File: config.mk
export PLATFORM = sky130hd
export DESIGN_NAME = smi_event_router
export DESIGN_NICKNAME = d
export VERILOG_FILES = /design/src/shared/smi_router_pkg.sv /design/src/rtl/sync_bits.sv /design/src/rtl/smi_event_router.sv
export SDC_FILE = /design/constraint.sdc
export NUM_CORES = 1
export LEC_CHECK = 0
export ABC_AREA = 1
export BUFFER_PORTS_ARGS = -buffer_cell sky130_fd_sc_hd__buf_2
export CAP_MARGIN = 30
export CORE_UTILIZATION = 43
export DETAILED_ROUTE_END_ITERATION = 12
export PLACE_DENSITY = 0.73
export SYNTH_ARGS = -nofsm -noshare
export SYNTH_HDL_FRONTEND = slang
export SYNTH_SLANG_ARGS = --single-unit
export TNS_END_PERCENT = 10
File: constraint.sdc
create_clock -name clock -period 2.2 [get_ports clock]
set_input_delay 0.33 -clock clock [delete_from_list [all_inputs] [get_ports clock]]
set_output_delay 0.33 -clock clock [all_outputs]
set_load 0.1 [all_outputs]
File: src/shared/smi_router_pkg.sv
// Purpose: Shared constants and types for the management-interrupt router.
// Assumes: 32-bit AHB-Lite register access, one register to an aligned word.
// Notes:   Register offsets are indexes; the byte address is four times the index.
package smi_router_pkg;

  // Register indexes; byte address is index times four.
  localparam logic [7:0] IDX_ENABLE_A   = 8'hB4;  // Source enables, first group.
  localparam logic [7:0] IDX_ENABLE_B   = 8'hB5;  // Source enables, second group.
  localparam logic [7:0] IDX_STATUS_A   = 8'hB6;  // Source status, first group.
  localparam logic [7:0] IDX_STATUS_B   = 8'hB7;  // Source status, second group.
  localparam logic [7:0] IDX_STANDBY    = 8'hB8;  // Reserved word, reads zero.
  localparam logic [7:0] IDX_KBD_OPTION = 8'hF0;  // Keyboard gate options.
  localparam logic [7:0] IDX_KBD_RSV_LO = 8'hF1;  // First reserved keyboard index.
  localparam logic [7:0] IDX_KBD_RSV_HI = 8'hFF;  // Last reserved keyboard index.

  // Address decode geometry.
  localparam int ADDR_INDEX_LSB = 2;   // Word alignment of every register.
  localparam int ADDR_INDEX_MSB = 9;   // Top bit of the eight-bit index.

  // Values after reset.
  localparam logic [7:0] RESET_ENABLE_A   = 8'h00;  // All first-group sources off.
  localparam logic [7:0] RESET_ENABLE_B   = 8'h00;  // All second-group sources off.
  localparam logic [7:0] RESET_STATUS     = 8'h00;  // No requests seen.
  localparam logic [7:0] RESET_KBD_OPTION = 8'h00;  // Active-low line, fast gate off.

  // Writable bits; all other bits are reserved.
  localparam logic [7:0] MASK_ENABLE_A   = 8'h9E;  // Bits 1,2,3,4,7.
  localparam logic [7:0] MASK_ENABLE_B   = 8'h57;  // Bits 0,1,2,4,6.
  localparam logic [7:0] MASK_KBD_OPTION = 8'h84;  // Bits 2 and 7.

  // First group bit positions.
  localparam int BIT_PARALLEL = 1;  // Parallel port request.
  localparam int BIT_SERIAL_B = 2;  // Second serial port request.
  localparam int BIT_SERIAL_A = 3;  // First serial port request.
  localparam int BIT_FLOPPY   = 4;  // Floppy controller request.
  localparam int BIT_WATCHDOG = 7;  // Watchdog request.

  // Second group bit positions.
  localparam int BIT_MOUSE      = 0;  // Mouse request.
  localparam int BIT_KEYBOARD   = 1;  // Keyboard request.
  localparam int BIT_INFRARED   = 2;  // Infrared receive transition.
  localparam int BIT_KBC_LINE   = 4;  // Keyboard controller port line one.
  localparam int BIT_SERIAL_IRQ = 6;  // Group request onto serial frame.

  // Keyboard option bit positions.
  localparam int BIT_FAST_GATE  = 2;  // Fast gate and reset port enable.
  localparam int BIT_LINE_POLAR = 7;  // Port line one polarity.

  // AHB-Lite encodings.
  localparam logic [1:0] HTRANS_NONSEQ = 2'h2;  // First beat of a transfer.
  localparam logic       HRESP_OKAY    = 1'h0;  // Only response this slave gives.
  localparam logic [31:0] READ_ZERO    = 32'h0000_0000;  // Unmapped read value.

  // Request lines from the peripheral units, all active high.
  typedef struct packed {
    logic parallel;  // Parallel port unit.
    logic serial_b;  // Second serial port.
    logic serial_a;  // First serial port.
    logic floppy;    // Floppy controller.
    logic watchdog;  // Watchdog timer.
    logic mouse;     // Auxiliary pointing device.
    logic keyboard;  // Keyboard.
  } irq_sources_t;

  localparam int SOURCE_COUNT = 7;  // Width of irq_sources_t.

  // Bus slave phase tracking.
  typedef enum logic [3:0] {
    PHASE_IDLE    = 4'h1,  // No data phase pending.
    PHASE_WRITE   = 4'h2,  // Write data phase, zero wait.
    PHASE_RD_WAIT = 4'h4,  // Read data being fetched, one wait.
    PHASE_RD_OUT  = 4'h8   // Read data on the bus.
  } bus_phase_t;

endpackage : smi_router_pkg

File: src/rtl/sync_bits.sv
// Purpose: Two-flop synchroniser for a group of independent level signals.
// Assumes: Each bit changes slowly against the clock and is read as a level.
// Notes:   The first stage feeds only the second stage.
`timescale 1ns/1ps
module sync_bits #(
  parameter int WIDTH = 1
) (
  input  wire logic             clock,
  input  wire logic             rst_n,
  input  wire logic [WIDTH-1:0] async_in,
  output logic      [WIDTH-1:0] sync_out
);

  // One pair of flops per bit so each bit stands alone.
  genvar g;
  generate
    for (g = 0; g < WIDTH; g++) begin : g_bit
      logic stage_one;  // Metastable catch stage, read only by stage two.

      // Both stages clear to zero on reset.
      always_ff @(posedge clock or negedge rst_n) begin
        if (!rst_n) begin
          stage_one   <= 1'b0;
          sync_out[g] <= 1'b0;
        end else begin
          stage_one   <= async_in[g];
          sync_out[g] <= stage_one;
        end
      end
    end
  endgenerate

endmodule : sync_bits

File: src/rtl/smi_event_router.sv
// Purpose: Combine peripheral requests into one group management interrupt.
// Assumes: AHB-Lite single word transfers; peripheral lines are asynchronous.
// Notes:   Reads take one wait state; writes take none.
//
// Overview of operation
// Option bit 7 sets port line polarity.
// Option bit 2 enables fast gate port.
// Keyboard indexes F1 to FF read zero.
// First enable register gates first sources.
// Second enable gates mouse, keyboard, infrared, pin.
// Second enable bit 4 routes port line.
// Second enable bit 6 feeds serial stream.
// First status mirrors first group requests.
// First status ignores writes, follows sources.
// Mouse and keyboard status follow sources.
// Status bit 4 follows port line one.
// Infrared transition sets status bit 2.
// Reading second status clears infrared bit.
// Location select picks infrared receive pin.
// Group interrupt: status and enable, active low.
// Reserved bits read zero, ignore writes.
//
// Added by the designer: the AHB-Lite interface to the registers.
`timescale 1ns/1ps
module smi_event_router (
  input  wire logic                        clock,
  input  wire logic                        reset_n,
  // AHB-Lite slave.
  input  wire logic                        hsel,
  input  wire logic [31:0]                 haddr,
  input  wire logic [1:0]                  htrans,
  input  wire logic                        hwrite,
  input  wire logic [2:0]                  hsize,
  input  wire logic [31:0]                 hwdata,
  input  wire logic                        hready,
  output logic                             hreadyout,
  output logic                             hresp,
  output logic      [31:0]                 hrdata,
  // Peripheral requests and pins.
  input  wire smi_router_pkg::irq_sources_t irq_sources,
  input  wire logic                        kbc_port_line_one,
  input  wire logic                        serial_b_receive_pin,
  input  wire logic                        alt_infrared_receive_pin,
  input  wire logic                        infrared_location_select,
  // Outputs.
  output logic                             group_mgmt_irq_n,
  output logic                             group_mgmt_irq_oe,
  output logic                             group_irq_serial_request,
  output logic                             kbc_port_line_one_out,
  output logic                             fast_gate_enable
);
  import smi_router_pkg::*;

  // Reset release chain; its output is the reset the design uses.
  logic       reset_stage;  // First release flop.
  logic       rst_n;        // Released reset.

  // Software-visible state.
  logic [7:0] smi_source_enable_a;    // First group enables.
  logic [7:0] smi_source_enable_b;    // Second group enables and routing.
  logic [7:0] smi_source_status_a;    // First group status mirror.
  logic [7:0] smi_source_status_b;    // Second group status.
  logic [7:0] keyboard_gate_options;  // Keyboard port options.

  // Synchronised inputs.
  irq_sources_t src_sync;      // Requests after two flops.
  logic         line_sync;     // Port line one after two flops.
  logic         rx_b_sync;     // Second serial receive after two flops.
  logic         rx_alt_sync;   // Alternate infrared receive after two flops.
  logic         loc_sync;      // Location select after two flops.

  // Infrared edge detection.
  logic         ir_rx;         // Selected receive level.
  logic         ir_prev;       // Previous selected level.
  logic         ir_primed;     // Previous level is valid.
  logic         ir_edge;       // Transition seen this cycle.

  // Bus slave state.
  bus_phase_t   phase;         // Current data phase kind.
  bus_phase_t   next_phase;    // Data phase kind after this edge.
  logic [7:0]   dp_index;      // Register index held for the data phase.
  logic         dp_mapped;     // Held address is inside the register window.
  logic         accept;        // Address phase taken at this edge.
  logic         read_clear;    // Read of second status is in its wait cycle now.
  logic         group_active;  // Any enabled status bit is set.

  // True when the address selects a given index and no higher bits are set.
  function automatic logic index_hit(input logic [7:0] index, input logic mapped,
                                     input logic [7:0] target);
    index_hit = mapped && (index == target);
  endfunction : index_hit

  // Release reset through two flops so every flop leaves reset together.
  always_ff @(posedge clock or negedge reset_n) begin
    if (!reset_n) begin
      reset_stage <= 1'b0;
      rst_n       <= 1'b0;
    end else begin
      reset_stage <= 1'b1;
      rst_n       <= reset_stage;
    end
  end

  // Peripheral requests come from other clock regions, so they are synchronised.
  sync_bits #(
    .WIDTH    (SOURCE_COUNT + 4)
  ) u_sync (
    .clock    (clock),
    .rst_n    (rst_n),
    .async_in ({irq_sources, kbc_port_line_one, serial_b_receive_pin,
                alt_infrared_receive_pin, infrared_location_select}),
    .sync_out ({src_sync, line_sync, rx_b_sync, rx_alt_sync, loc_sync})
  );

  // Pick the infrared receive source after the location mux.
  assign ir_rx = loc_sync ? rx_alt_sync : rx_b_sync;

  // Edges count only once a previous level has been captured; a line that idles high
  // still shows one transition after reset, as the synchroniser output starts at zero.
  assign ir_edge = ir_primed && (ir_rx != ir_prev);

  // Remember the previous receive level.
  always_ff @(posedge clock or negedge rst_n) begin
    if (!rst_n) begin
      ir_prev   <= 1'b0;
      ir_primed <= 1'b0;
    end else begin
      ir_prev   <= ir_rx;
      ir_primed <= 1'b1;
    end
  end

  // An address phase is taken when selected, active and the bus is ready.
  assign accept = hsel && hready && (htrans == HTRANS_NONSEQ);

  // The read that clears the infrared bit is the one that loads the data.
  assign read_clear = (phase == PHASE_RD_WAIT) && index_hit(dp_index, dp_mapped, IDX_STATUS_B);

  // Only the fetch cycle of a read holds the bus.
  assign hreadyout = (phase != PHASE_RD_WAIT);
  assign hresp     = HRESP_OKAY;

  // Choose the next data phase.
  always_comb begin
    next_phase = phase;
    case (phase)
      PHASE_RD_WAIT: begin
        // The fetch always completes in one cycle.
        next_phase = PHASE_RD_OUT;
      end
      PHASE_IDLE, PHASE_WRITE, PHASE_RD_OUT: begin
        // Bus is ready here, so a new address phase may start.
        if (accept) begin
          next_phase = hwrite ? PHASE_WRITE : PHASE_RD_WAIT;
        end else begin
          next_phase = PHASE_IDLE;
        end
      end
      default: begin
        // Recover from an illegal code.
        next_phase = PHASE_IDLE;
      end
    endcase
  end

  // Data phase tracking.
  always_ff @(posedge clock or negedge rst_n) begin
    if (!rst_n) begin
      phase <= PHASE_IDLE;
    end else begin
      phase <= next_phase;
    end
  end

  // Hold the address for the data phase; any high address bit means unmapped.
  always_ff @(posedge clock or negedge rst_n) begin
    if (!rst_n) begin
      dp_index  <= 8'h00;
      dp_mapped <= 1'b0;
    end else if (accept && hreadyout) begin
      dp_index  <= haddr[ADDR_INDEX_MSB:ADDR_INDEX_LSB];
      dp_mapped <= (haddr[31:ADDR_INDEX_MSB+1] == '0) && (haddr[ADDR_INDEX_LSB-1:0] == '0);
    end
  end

  // First enable register: only documented bits take writes.
  always_ff @(posedge clock or negedge rst_n) begin
    if (!rst_n) begin
      smi_source_enable_a <= RESET_ENABLE_A;
    end else if (phase == PHASE_WRITE && index_hit(dp_index, dp_mapped, IDX_ENABLE_A)) begin
      smi_source_enable_a <= hwdata[7:0] & MASK_ENABLE_A;
    end
  end

  // Second enable register: source gates plus routing controls.
  always_ff @(posedge clock or negedge rst_n) begin
    if (!rst_n) begin
      smi_source_enable_b <= RESET_ENABLE_B;
    end else if (phase == PHASE_WRITE && index_hit(dp_index, dp_mapped, IDX_ENABLE_B)) begin
      smi_source_enable_b <= hwdata[7:0] & MASK_ENABLE_B;
    end
  end

  // Keyboard option register: polarity and fast gate enable.
  always_ff @(posedge clock or negedge rst_n) begin
    if (!rst_n) begin
      keyboard_gate_options <= RESET_KBD_OPTION;
    end else if (phase == PHASE_WRITE && index_hit(dp_index, dp_mapped, IDX_KBD_OPTION)) begin
      keyboard_gate_options <= hwdata[7:0] & MASK_KBD_OPTION;
    end
  end

  // First status mirrors its sources; host writes have no path into it.
  always_ff @(posedge clock or negedge rst_n) begin
    if (!rst_n) begin
      smi_source_status_a <= RESET_STATUS;
    end else begin
      smi_source_status_a               <= RESET_STATUS;
      smi_source_status_a[BIT_PARALLEL] <= src_sync.parallel;
      smi_source_status_a[BIT_SERIAL_B] <= src_sync.serial_b;
      smi_source_status_a[BIT_SERIAL_A] <= src_sync.serial_a;
      smi_source_status_a[BIT_FLOPPY]   <= src_sync.floppy;
      smi_source_status_a[BIT_WATCHDOG] <= src_sync.watchdog;
    end
  end

  // Second status: level bits follow sources, the infrared bit is sticky.
  // A transition in the same cycle as the clearing read wins, so no edge is lost.
  always_ff @(posedge clock or negedge rst_n) begin
    if (!rst_n) begin
      smi_source_status_b <= RESET_STATUS;
    end else begin
      smi_source_status_b               <= RESET_STATUS;
      smi_source_status_b[BIT_MOUSE]    <= src_sync.mouse;
      smi_source_status_b[BIT_KEYBOARD] <= src_sync.keyboard;
      smi_source_status_b[BIT_KBC_LINE] <= line_sync;
      if (ir_edge) begin
        smi_source_status_b[BIT_INFRARED] <= 1'b1;
      end else if (read_clear) begin
        smi_source_status_b[BIT_INFRARED] <= 1'b0;
      end else begin
        smi_source_status_b[BIT_INFRARED] <= smi_source_status_b[BIT_INFRARED];
      end
    end
  end

  // Read data is loaded in the wait cycle so it comes from a flop.
  always_ff @(posedge clock or negedge rst_n) begin
    if (!rst_n) begin
      hrdata <= READ_ZERO;
    end else if (phase == PHASE_RD_WAIT) begin
      hrdata <= READ_ZERO;
      if (index_hit(dp_index, dp_mapped, IDX_ENABLE_A)) begin
        hrdata[7:0] <= smi_source_enable_a;
      end else if (index_hit(dp_index, dp_mapped, IDX_ENABLE_B)) begin
        hrdata[7:0] <= smi_source_enable_b;
      end else if (index_hit(dp_index, dp_mapped, IDX_STATUS_A)) begin
        hrdata[7:0] <= smi_source_status_a;
      end else if (index_hit(dp_index, dp_mapped, IDX_STATUS_B)) begin
        hrdata[7:0] <= smi_source_status_b;
      end else if (index_hit(dp_index, dp_mapped, IDX_KBD_OPTION)) begin
        hrdata[7:0] <= keyboard_gate_options;
      end else begin
        // Reserved keyboard indexes, the standby word and unmapped space read zero.
        hrdata <= READ_ZERO;
      end
    end
  end

  // Any status bit paired with its enable raises the group request.
  assign group_active = |(smi_source_status_a & smi_source_enable_a)
                      | |(smi_source_status_b & smi_source_enable_b);

  // Group outputs are registered so the pin never glitches.
  always_ff @(posedge clock or negedge rst_n) begin
    if (!rst_n) begin
      group_mgmt_irq_n         <= 1'b1;
      group_mgmt_irq_oe        <= 1'b0;
      group_irq_serial_request <= 1'b0;
    end else begin
      group_mgmt_irq_n         <= ~group_active;
      // The pin is driven only while some source is routed onto the group.
      group_mgmt_irq_oe        <= |smi_source_enable_a | |smi_source_enable_b[BIT_KBC_LINE:0];
      group_irq_serial_request <= group_active & smi_source_enable_b[BIT_SERIAL_IRQ];
    end
  end

  // Keyboard port outputs: polarity applied to the line, fast gate from its bit.
  always_ff @(posedge clock or negedge rst_n) begin
    if (!rst_n) begin
      kbc_port_line_one_out <= 1'b1;
      fast_gate_enable      <= 1'b0;
    end else begin
      // Cleared bit means the line idles high and asserts low.
      kbc_port_line_one_out <= keyboard_gate_options[BIT_LINE_POLAR] ? line_sync : ~line_sync;
      fast_gate_enable      <= keyboard_gate_options[BIT_FAST_GATE];
    end
  end

endmodule : smi_event_router

==> impl_metrics.toml, run 1 <==
[status]
status = "finished, violations left"
failed_checks = "DRC"

[global_routing]
antenna_found_initial = 0
use_met2_pct = 29.7
grtUsageTotal_pct = 18.3
grt_pass1_wl_um = 10100
grt.overflow.total = 0
grt_pass1_vias = 2187
use_met1_pct = 23.1
grtUsageMet3_pct = 7.03
busiest_layer = "met2"
grt_max_degree = 45

[cts]
postCtsSetupBuffers = 0
cts_buffers = 9
cts_resized = 0
cts_tree = "built"
worstSkewPairLatency_ps = 350
clk_path_buf_depth = 2
hold_buffers = 1
clk_pin_slew_worst_paths_ps = 80
cts_max_level = 3
cts_sinks = 72
cts_root_buf = "clkbuf_8"

[timing]
fmax_ghz = 0.516
skew_ps = 6.86
worst_slack_ps = 261
rsz0062_at_grt = "false"
finalHoldViolCount = 0
finalMaxSlewViolations = 0
relSlewSlack_pct = 48.0
finalCritPeriodShare_pct = 88.1
hold_ws_ps = 80.6
worst_pin_slew_ps = 780
setup_viol = 0
period_minus_slack_ps = 1940
setup_tns_ps = 0

[floorplanning]
die_y_um = 85.6
start_util_pct = 44.4
fp.dieArea_um2 = 7320
ios = 124
die_w_um = 85.6
coreArea_um2 = 6760
rows = 30

[drt]
wirelength_um = 5890
routedWlPerCell_um = 12.6
antenna_left = 0
first_iter_violations = 147
num_vias = 2223
avgViaCountPerCell = 4.75
dr.pass1.iters = 8
drc = 1

[synthesis]
yosysMostFrequentCell = "dfrtp_1"
synthesis.instances = 301
synthDominantCellAreaShare_pct = 57.5
synth_edf_count = 0
avgSynthCellArea_um2 = 9.97
synth_seq_area_share_pct = 60.2
mappedNetlistArea_um2 = 3000
ys_top_cells_by_count = "69 x dfrtp_1, 48 x nand2_1, 39 x nor2_1"
synth.distinct_cells = 32
synth_ff_type = "dfrtp_1"
yosys_warnings = 0
yosys.area.top_type = "dfrtp_1"
synth_area_leaders = "dfrtp_1 58%, buf_4 6.8%, nand2_1 6.0%"
synthArstFlopShare_pct = 100
synth-seq-cells = 72

[finish]
final_core_util_pct = 52.8
final.fill_count = 640
fin_nets = 468
multi_input_area_um2 = 972
drive_gt1_share_pct = 28.6
antenna_cells = 0
layout.area.seq_um2 = 1810
synthToLayoutAreaGrowth_pct = 18.9

[placement]
dp_hpwl_um = 4400
pre_cts_ws_ps = 426
place_congestion = 0.878
port_buffers = 69

[worst_hold_path]
min-delay-start = "kbc_port_line_one"
hold_end = "u_sync.g_bit[3].stage_one$_DFF_PN0_"
hold_class = "input pin to flop"
hold_path_depth = 1

[worst_setup_path]
r2r_cells = 4
cp-end-kind = "output port"
rrSetupSlack_ps = 450
critPathKind = "flop to output port"
r2r_start = "phase[1]$_DFF_PN0_"
path_max_fanout = 10
regToRegEndpoint = "dp_index[7]$_DFFE_PN0P_"
critical_path_required_ps = 1870
cp.arrival_ps = 1610
start_kind = "flop"

[power]
powerDensity_nw_per_um2 = 801
ir_worst_vdd_mv = 0.581
p_leak_nw = 1.80

[run]
maxCapViolCount = 0
metal layers:
| layer | wire, um | part of all wire [%] | up-vias |
|---|---|---|---|
| li1 | - | - | 1096 |
| met1 | 2610 | 44 | 1060 |
| met2 | 2920 | 50 | 60 |
| met3 | 302 | 5.1 | 7 |
| met4 | 55 | 0.93 | 0 |
| met5 | 0 | 0 | - |
registers in the layout, indices dropped and copies added (netlist names), 2 cells and up:
register	cells
smi_source_enable_a	5
smi_source_status_b	4
smi_source_enable_b	5
smi_source_status_a	5
phase	4
dp_index	8
hrdata	7
u_sync.g_bit.stage_one	11
u_sync.sync_out	11
keyboard_gate_options	2
cell type report:
cell class | count | area share [%]
clock buffers | 9 | 3.47
clock inverters | 7 | 1.79
multi-input cells | 199 | 27.2
inverters | 26 | 2.73
repair buffers | 75 | 11.4
flip-flops and latches | 72 | 50.6
well taps | 80 | 2.80
critical path: stages, from the launching register on:
cell	delay [ps]
dfstp_2	550
nor2_1	60
nand3_2	180
buf_2	470
worst max-delay path by stage:
stage	slack, ps	start	endpoint	cells past startpoint
floorplan	50	rst_n$_DFF_PN0_	dp_index[0]$_DFFE_PN0P_	0
global placement	460	dp_index[0]$_DFFE_PN0P_	smi_source_enable_a[3]$_DFFE_PN0P_	7
detailed placement	430	phase[1]$_DFF_PN0_	dp_index[4]$_DFFE_PN0P_	4
CTS	230	phase[0]$_DFF_PN1_	hreadyout	3
global route	160	phase[0]$_DFF_PN1_	hreadyout	3
finish	260	phase[0]$_DFF_PN1_	hreadyout	3
cells in the final DEF, fill, tap and decap left out, types with 4 or more instances in the layout:
cell type,count
buf_2,69
dfrtp_1,68
nand2_1,48
nor2_1,39
conb_1,28
inv_1,25
nand4_1,18
nand3_1,12
a21oi_1,11
clkbuf_8,9
nor3_1,8
o21ai_0,6
o21ai_2,4
buf_4,4
metrics by stage:
stage	instances	power, mW	area, um^2
after global placement	451	1.90	3370
after CTS	468	2.89	3570
after global routing	468	2.99	3570
after floorplan	327	1.84	3100
final	468	2.86	3570
after detailed placement	451	1.91	3370
logic make-up (layout without fill, tap and decap cells):
kind of cell | count (synthesis) | count (layout) | synth area share [%]
AOI/OAI and AO/OA | 27 | 27 | 5.63
DFF | 72 | 72 | 60.2
other | 2 | 28 | 0.250
buffers and inverters | 56 | 117 | 10.7
and+or+nand+nor | 140 | 140 | 21.8
muxes | 3 | 3 | 1.13
xor gates and xnor gates | 1 | 1 | 0.292
where the power goes:
part / leakage [nW] / total, mW / switching, mW / internal [mW]
clock network: 0.0903 / 0.979 / 0.545 / 0.434
registers: 0.820 / 1.45 / 0.0514 / 1.39
logic: 0.886 / 0.435 / 0.348 / 0.0871
total: 1.80 / 2.86 / 0.945 / 1.92
Power figures use the tool's default switching activity.
==> run 2: changes to the inputs <==
--- a/config.mk
+++ b/config.mk
@@ -5,9 +5,10 @@
 export SDC_FILE = /design/constraint.sdc
 export NUM_CORES = 1
 export LEC_CHECK = 0
-export ABC_AREA = 1
 export BUFFER_PORTS_ARGS = -buffer_cell sky130_fd_sc_hd__buf_2
 export CAP_MARGIN = 30
+export CORE_ASPECT_RATIO = 0.6
+export CORE_MARGIN = 5
 export CORE_UTILIZATION = 43
 export DETAILED_ROUTE_END_ITERATION = 12
 export PLACE_DENSITY = 0.73
==> run 2 against run 1 <==
  * The run now ends clean
  * Area after synthesis fell by 3.1%
  * Setup slack got worse by 160 ps
  * Fmax fell by 7.7%
  * Cell area rose by 0.74%
  * Cell count fell by 19%
  * Register-to-register slack got worse by 40 ps
  * Die area rose by 17%
  * Critical path depth did not move
  * Wire length fell by 5.6%
  * Power rose by 18%
  * Non-clock buffer count fell by 1
  * Flip-flop and latch count did not move
  * Critical path type unchanged
  * Critical endpoint unchanged
==> impl_metrics.toml, run 2 <==
[finish]
final.fill_count = 584
synthToLayoutAreaGrowth_pct = 23.6
finalNonFillerCells = 379
drive_gt1_share_pct = 43.2
top_regs = "u_sync.g_bit.stage_one (11), u_sync.sync_out (11), dp_index (8)"
antenna_cells = 0
final_area_um2 = 3600
fin_nets = 372
final_cell_mix = "68 x dfrtp_1, 68 x buf_2, 28 x conb_1"

[worst_hold_path]
hold_class = "input pin to flop"
min-delay-start = "irq_sources[1]"
hold_end = "u_sync.g_bit[5].stage_one$_DFF_PN0_"
hold_path_depth = 1

[synthesis]
synth-seq-cells = 72
synth_compound_gate_area_share_pct = 4.17
ys_top_cells_by_count = "69 x dfrtp_1, 26 x buf_4, 16 x mux2_2"
mappedNetlistArea_um2 = 2910
muxShareOfSynthArea_pct = 11.4
synth_edf_count = 0
yosysMostFrequentCell = "dfrtp_1"
synth-xor-area-share_pct = 0.903
synth.distinct_cells = 46
synth_top_family_by_area = "simple AND/OR/NAND/NOR gates"
synthSimpleGateAreaFrac_pct = 13.5
yosys_warnings = 0
synth_ff_type = "dfrtp_1"
synth_fa_ha_area_share_pct = 0
synth_area_leaders = "dfrtp_1 59%, buf_4 6.7%, mux2_2 6.2%"
synthArstFlopShare_pct = 100
synthDominantCellAreaShare_pct = 59.4
synth_seq_area_share_pct = 62.1
yosys.area.top_type = "dfrtp_1"
synthesis.instances = 206
avgSynthCellArea_um2 = 14.1

[placement]
port_buffers = 69
dp_hpwl_um = 4210
pre_cts_ws_ps = 408
place_inst = 362
place_congestion = 0.812
post_dp_cell_area_um2 = 3280

[global_routing]
grt_pass1_vias = 1802
grt_max_degree = 71
grt.overflow.total = 0
antenna_found_initial = 0
grtUsageTotal_pct = 14.2
grt_pass1_wl_um = 8800

[cts]
clk_path_buf_depth = 2
worstSkewPairLatency_ps = 330
cts_sinks = 72
cts_max_level = 3
cts_tree = "built"
cts_buffers = 9
clk_pin_slew_worst_paths_ps = 60
cts_root_buf = "clkbuf_16"
postCtsSetupBuffers = 0

[drt]
first_iter_violations = 80
avgViaCountPerCell = 4.69
dr.pass1.iters = 6
routedWlPerCell_um = 14.7
wirelength_um = 5560
drc = 0
num_vias = 1778
antenna_left = 0

[worst_setup_path]
cp.arrival_ps = 1770
critPathKind = "flop to output port"
r2r_start = "phase[2]$_DFF_PN0_"
r2r_cells = 3
regToRegEndpoint = "smi_source_enable_a[4]$_DFFE_PN0P_"
path_max_fanout = 8
cp-end-kind = "output port"
start_kind = "flop"
rrSetupSlack_ps = 410
critical_path_required_ps = 1870

[timing]
worst_pin_slew_ps = 500
skew_ps = 5.51
setup_viol = 0
rsz0062_at_grt = "false"
period_minus_slack_ps = 2100
relSlewSlack_pct = 66.6
finalHoldViolCount = 0
finalMaxSlewViolations = 0
fmax_ghz = 0.476
setup_tns_ps = 0
finalCritPeriodShare_pct = 95.5
worst_slack_ps = 99.2

[floorplanning]
start_util_pct = 44.0
coreArea_um2 = 6620
fp.dieArea_um2 = 8560
die_y_um = 73.7
rows = 23
die_w_um = 116
ios = 124

[power]
powerDensity_nw_per_um2 = 939
intPower_mw = 2.42
swShare_pct = 28.3
p_clk_share_pct = 42.0
p_switching_mw = 0.957
combPwrFrac_pct = 14.1
ir_worst_vdd_mv = 0.526
p_total_mw = 3.38
seq_power_share_pct = 43.9
p_leak_nw = 1.72

[status]
status = "finished, final reports clean"

[run]
maxCapViolCount = 0
run 2: cell type report:
| type | count | area, um^2 | share of cell area [%] |
|---|---|---|---|
| clock inverter | 6 | 70.1 | 1.95 |
| clock buffer | 10 | 229 | 6.37 |
| tap | 87 | 109 | 3.03 |
| inverter | 1 | 3.75 | 0.104 |
| multi-input combinational | 129 | 977 | 27.2 |
| timing repair buffer | 74 | 400 | 11.1 |
| sequential | 72 | 1810 | 50.2 |
run 2: metal layers:
layer  up-vias  GRT usage (%)  wire length, um
met5         -              0                0
met4         0           4.25               56
met3         5           8.31              567
met2        62           21.0             2510
met1       867           17.6             2430
li1        844              -                -
run 2: logic make-up (layout without fill, tap and decap cells):
logic type             after synthesis  in the layout
AO/OA/AOI/OAI                       19             19
XOR/XNOR                             3              3
buffers and inverters               31             91
flip-flops                          72             72
multiplexers                        26             26
other                                2             28
AND/OR/NAND/NOR                     53             53
run 2: power by group through the flow:
stage,clock network [mW],logic (mW),registers [mW]
CTS,1.46,0.480,1.48
global route,1.53,0.508,1.50
detailed placement,0,0.477,1.51
floorplan,0,0.364,1.54
global placement,0,0.472,1.50
finish,1.42,0.478,1.48
run 2: how the worst max path moves through the flow:
| stage | from | endpoint | slack [ps] |
|---|---|---|---|
| finish | phase[1]$_DFF_PN0_ | hreadyout | 100 |
| detailed placement | phase[2]$_DFF_PN0_ | smi_source_enable_a[1]$_DFFE_PN0P_ | 410 |
| global placement | phase[2]$_DFF_PN0_ | smi_source_enable_a[4]$_DFFE_PN0P_ | 470 |
| floorplan | rst_n$_DFF_PN0_ | dp_index[0]$_DFFE_PN0P_ | 50 |
| global route | phase[1]$_DFF_PN0_ | hreadyout | 7 |
| CTS | phase[1]$_DFF_PN0_ | hreadyout | 90 |
run 2: worst max-delay path: stages, from the launching register on:
cell and delay (ps):
dfrtp_1 430, nor4b_4 340, clkinv_1 300, clkbuf_4 370
run 2: timing repair:
| action | 4_1_cts | 5_1_grt |
|---|---|---|
| setup endpoints to repair | 0 | 1 |
| endpoints found under the hold margin | 2 | 0 |
| hold buffers | 1 | 0 |
| gates resized for setup | 0 | 1 |
run 2: per-stage QoR:
| stage | hold slack (ps) | utilization [%] |
|---|---|---|
| after global routing | 77.8 | 54.3 |
| after floorplan | 34.4 | - |
| after CTS | 86.1 | 54.3 |
| after global placement | 117 | 49.6 |
| after detailed placement | 118 | 49.6 |
| final | 97.7 | 54.3 |
==> run 3: changes to the inputs <==
--- a/config.mk
+++ b/config.mk
@@ -9,9 +9,11 @@
 export CAP_MARGIN = 30
 export CORE_ASPECT_RATIO = 0.6
 export CORE_MARGIN = 5
-export CORE_UTILIZATION = 43
+export CORE_UTILIZATION = 44
+export CTS_BUF_LIST = sky130_fd_sc_hd__clkbuf_4
 export DETAILED_ROUTE_END_ITERATION = 12
-export PLACE_DENSITY = 0.73
+export PLACE_DENSITY = 0.75
+export SETUP_SLACK_MARGIN = 0.3
 export SYNTH_ARGS = -nofsm -noshare
 export SYNTH_HDL_FRONTEND = slang
 export SYNTH_SLANG_ARGS = --single-unit
==> run 3 against run 2 <==
  * Global-route usage is 0.34 points lower
  * Sequential share of layout area is 0.49 points higher
  * Cell count is 2.1% higher
  * Clock power is 38% lower
  * Critical path depth stayed put
  * Clock-buffer cell count is 1 lower
  * Die area is 2.0% lower
  * Largest cell class unchanged
  * Largest power group unchanged
==> impl_metrics.toml, run 3 (synthesis gave the netlist of run 2 again) <==
[placement]
dp_hpwl_um = 4250
pre_cts_ws_ps = 485
port_buffers = 69
place_congestion = 0.812

[cts]
cts_buffers = 9
cts_tree = "built"
cts_sinks = 72
cts_max_level = 3
worstSkewPairLatency_ps = 400
clk_path_buf_depth = 2
clk_pin_slew_worst_paths_ps = 100
cts_root_buf = "clkbuf_4"

[worst_setup_path]
path_max_fanout = 4
path_delay_family = "flip-flops"
cp.arrival_ps = 1480
critical_path_required_ps = 1870
critPathKind = "flop to output port"
slowest_delay_ps = 450
rrSetupSlack_ps = 490
worstPathBufferInverterCount = 2
path_cells = "nor4b_4 -> clkinv_2 -> buf_6"
start_kind = "flop"
cp-end-kind = "output port"
slowest_stage = "dfrtp_2"

[timing]
worst_slack_ps = 392
period_minus_slack_ps = 1810
setup_tns_ps = 0
finalCritPeriodShare_pct = 82.2
setup_viol = 0
rsz0062_at_grt = "false"
finalHoldViolCount = 0
fmax_ghz = 0.553
finalMaxSlewViolations = 0
skew_ps = 8.06

[global_routing]
grt_pass1_wl_um = 8710
grt_max_degree = 62
grtUsageTotal_pct = 13.8
grt.overflow.total = 0
antenna_found_initial = 0
grt_pass1_vias = 1821

[drt]
avgViaCountPerCell = 4.71
first_iter_violations = 104
dr.pass1.iters = 4
wirelength_um = 5650
antenna_left = 0
num_vias = 1824
drc = 0
routedWlPerCell_um = 14.6

[finish]
antenna_cells = 0
fin_nets = 383
drive_gt1_share_pct = 41.9
top_regs = "u_sync.g_bit.stage_one (11), u_sync.sync_out (11), dp_index (8)"
final_common_cell = "buf_2"
final_cell_mix = "68 x buf_2, 67 x dfrtp_1, 28 x conb_1"
synthToLayoutAreaGrowth_pct = 22.5
multi_input_area_um2 = 977
final.fill_count = 529
layout.area.seq_um2 = 1810

[power]
powerDensity_nw_per_um2 = 796
ir_worst_vdd_mv = 0.467
p_total_mw = 2.84
p_leak_nw = 1.71

[worst_hold_path]
hold_class = "input pin to flop"

[floorplanning]
ios = 124
fp.dieArea_um2 = 8390
die_w_um = 115
rows = 22
start_util_pct = 46.4
die_y_um = 73.0
coreArea_um2 = 6280

[run]
maxCapViolCount = 0

[status]
status = "finished, final reports clean"
## run 3: final timing paths
path                                     from                                  end  cells after the start
max                        phase[1]$_DFF_PN0_                            hreadyout                      3
min                                    hwrite                   phase[2]$_DFF_PN0_                      2
max reg2reg                phase[0]$_DFF_PN1_              dp_index[2]$_DFFE_PN0P_                      4
min reg2reg                   rst_n$_DFF_PN0_  u_sync.g_bit[5].stage_one$_DFF_PN0_                      0
max in group asynchronous     rst_n$_DFF_PN0_                   phase[0]$_DFF_PN1_                      1
min in group asynchronous     rst_n$_DFF_PN0_  u_sync.g_bit[5].stage_one$_DFF_PN0_                      0
## run 3: report_power, final
part | total [mW] | internal, mW | leakage, nW | switching [mW]
Sequential | 1.49 | 1.40 | 0.874 | 0.0900
Clock | 0.877 | 0.452 | 0.0847 | 0.426
Combinational | 0.469 | 0.143 | 0.755 | 0.327
## run 3: stage by stage
stage	hold WS, ps	util (%)	cell area (um^2)	cells
after floorplan	34.4	-	3010	232
after global placement	115	52.2	3270	358
after detailed placement	116	52.2	3270	358
after CTS	2.48	56.4	3540	385
after global routing	67.8	56.8	3560	387
final	112	56.8	3560	387
## run 3: layer usage
layer  track usage [%]  vias to the layer above  wire, um
met5                 0                        -         0
met4              4.30                        0        10
met3              6.30                        2       582
met2              21.1                       75      2680
met1              17.8                      876      2370
li1                  -                      871         -
## run 3: cell type report
| type | instances | share of cell area (%) |
|---|---|---|
| clock buffers | 9 | 1.90 |
| inverters | 1 | 0.140 |
| clock inverters | 7 | 2.42 |
| multi-input cells | 129 | 27.4 |
| flip-flops and latches | 72 | 50.7 |
| well taps | 84 | 2.95 |
| repair buffers | 85 | 14.4 |
## run 3: repair_timing
item                       4_1_cts  5_1_grt
setup endpoints to repair        1        1
hold buffers                    10        2
buffers inserted                 1        0
hold endpoints to repair        11        2
cloned                           0        0
resized for setup                3        1
## run 3: worst register-to-register path, stage by stage, from the launching register on
cell and delay (ps):
dfstp_2 620, nor4b_4 70, buf_4 190, nor2_2 350, mux2_2 380
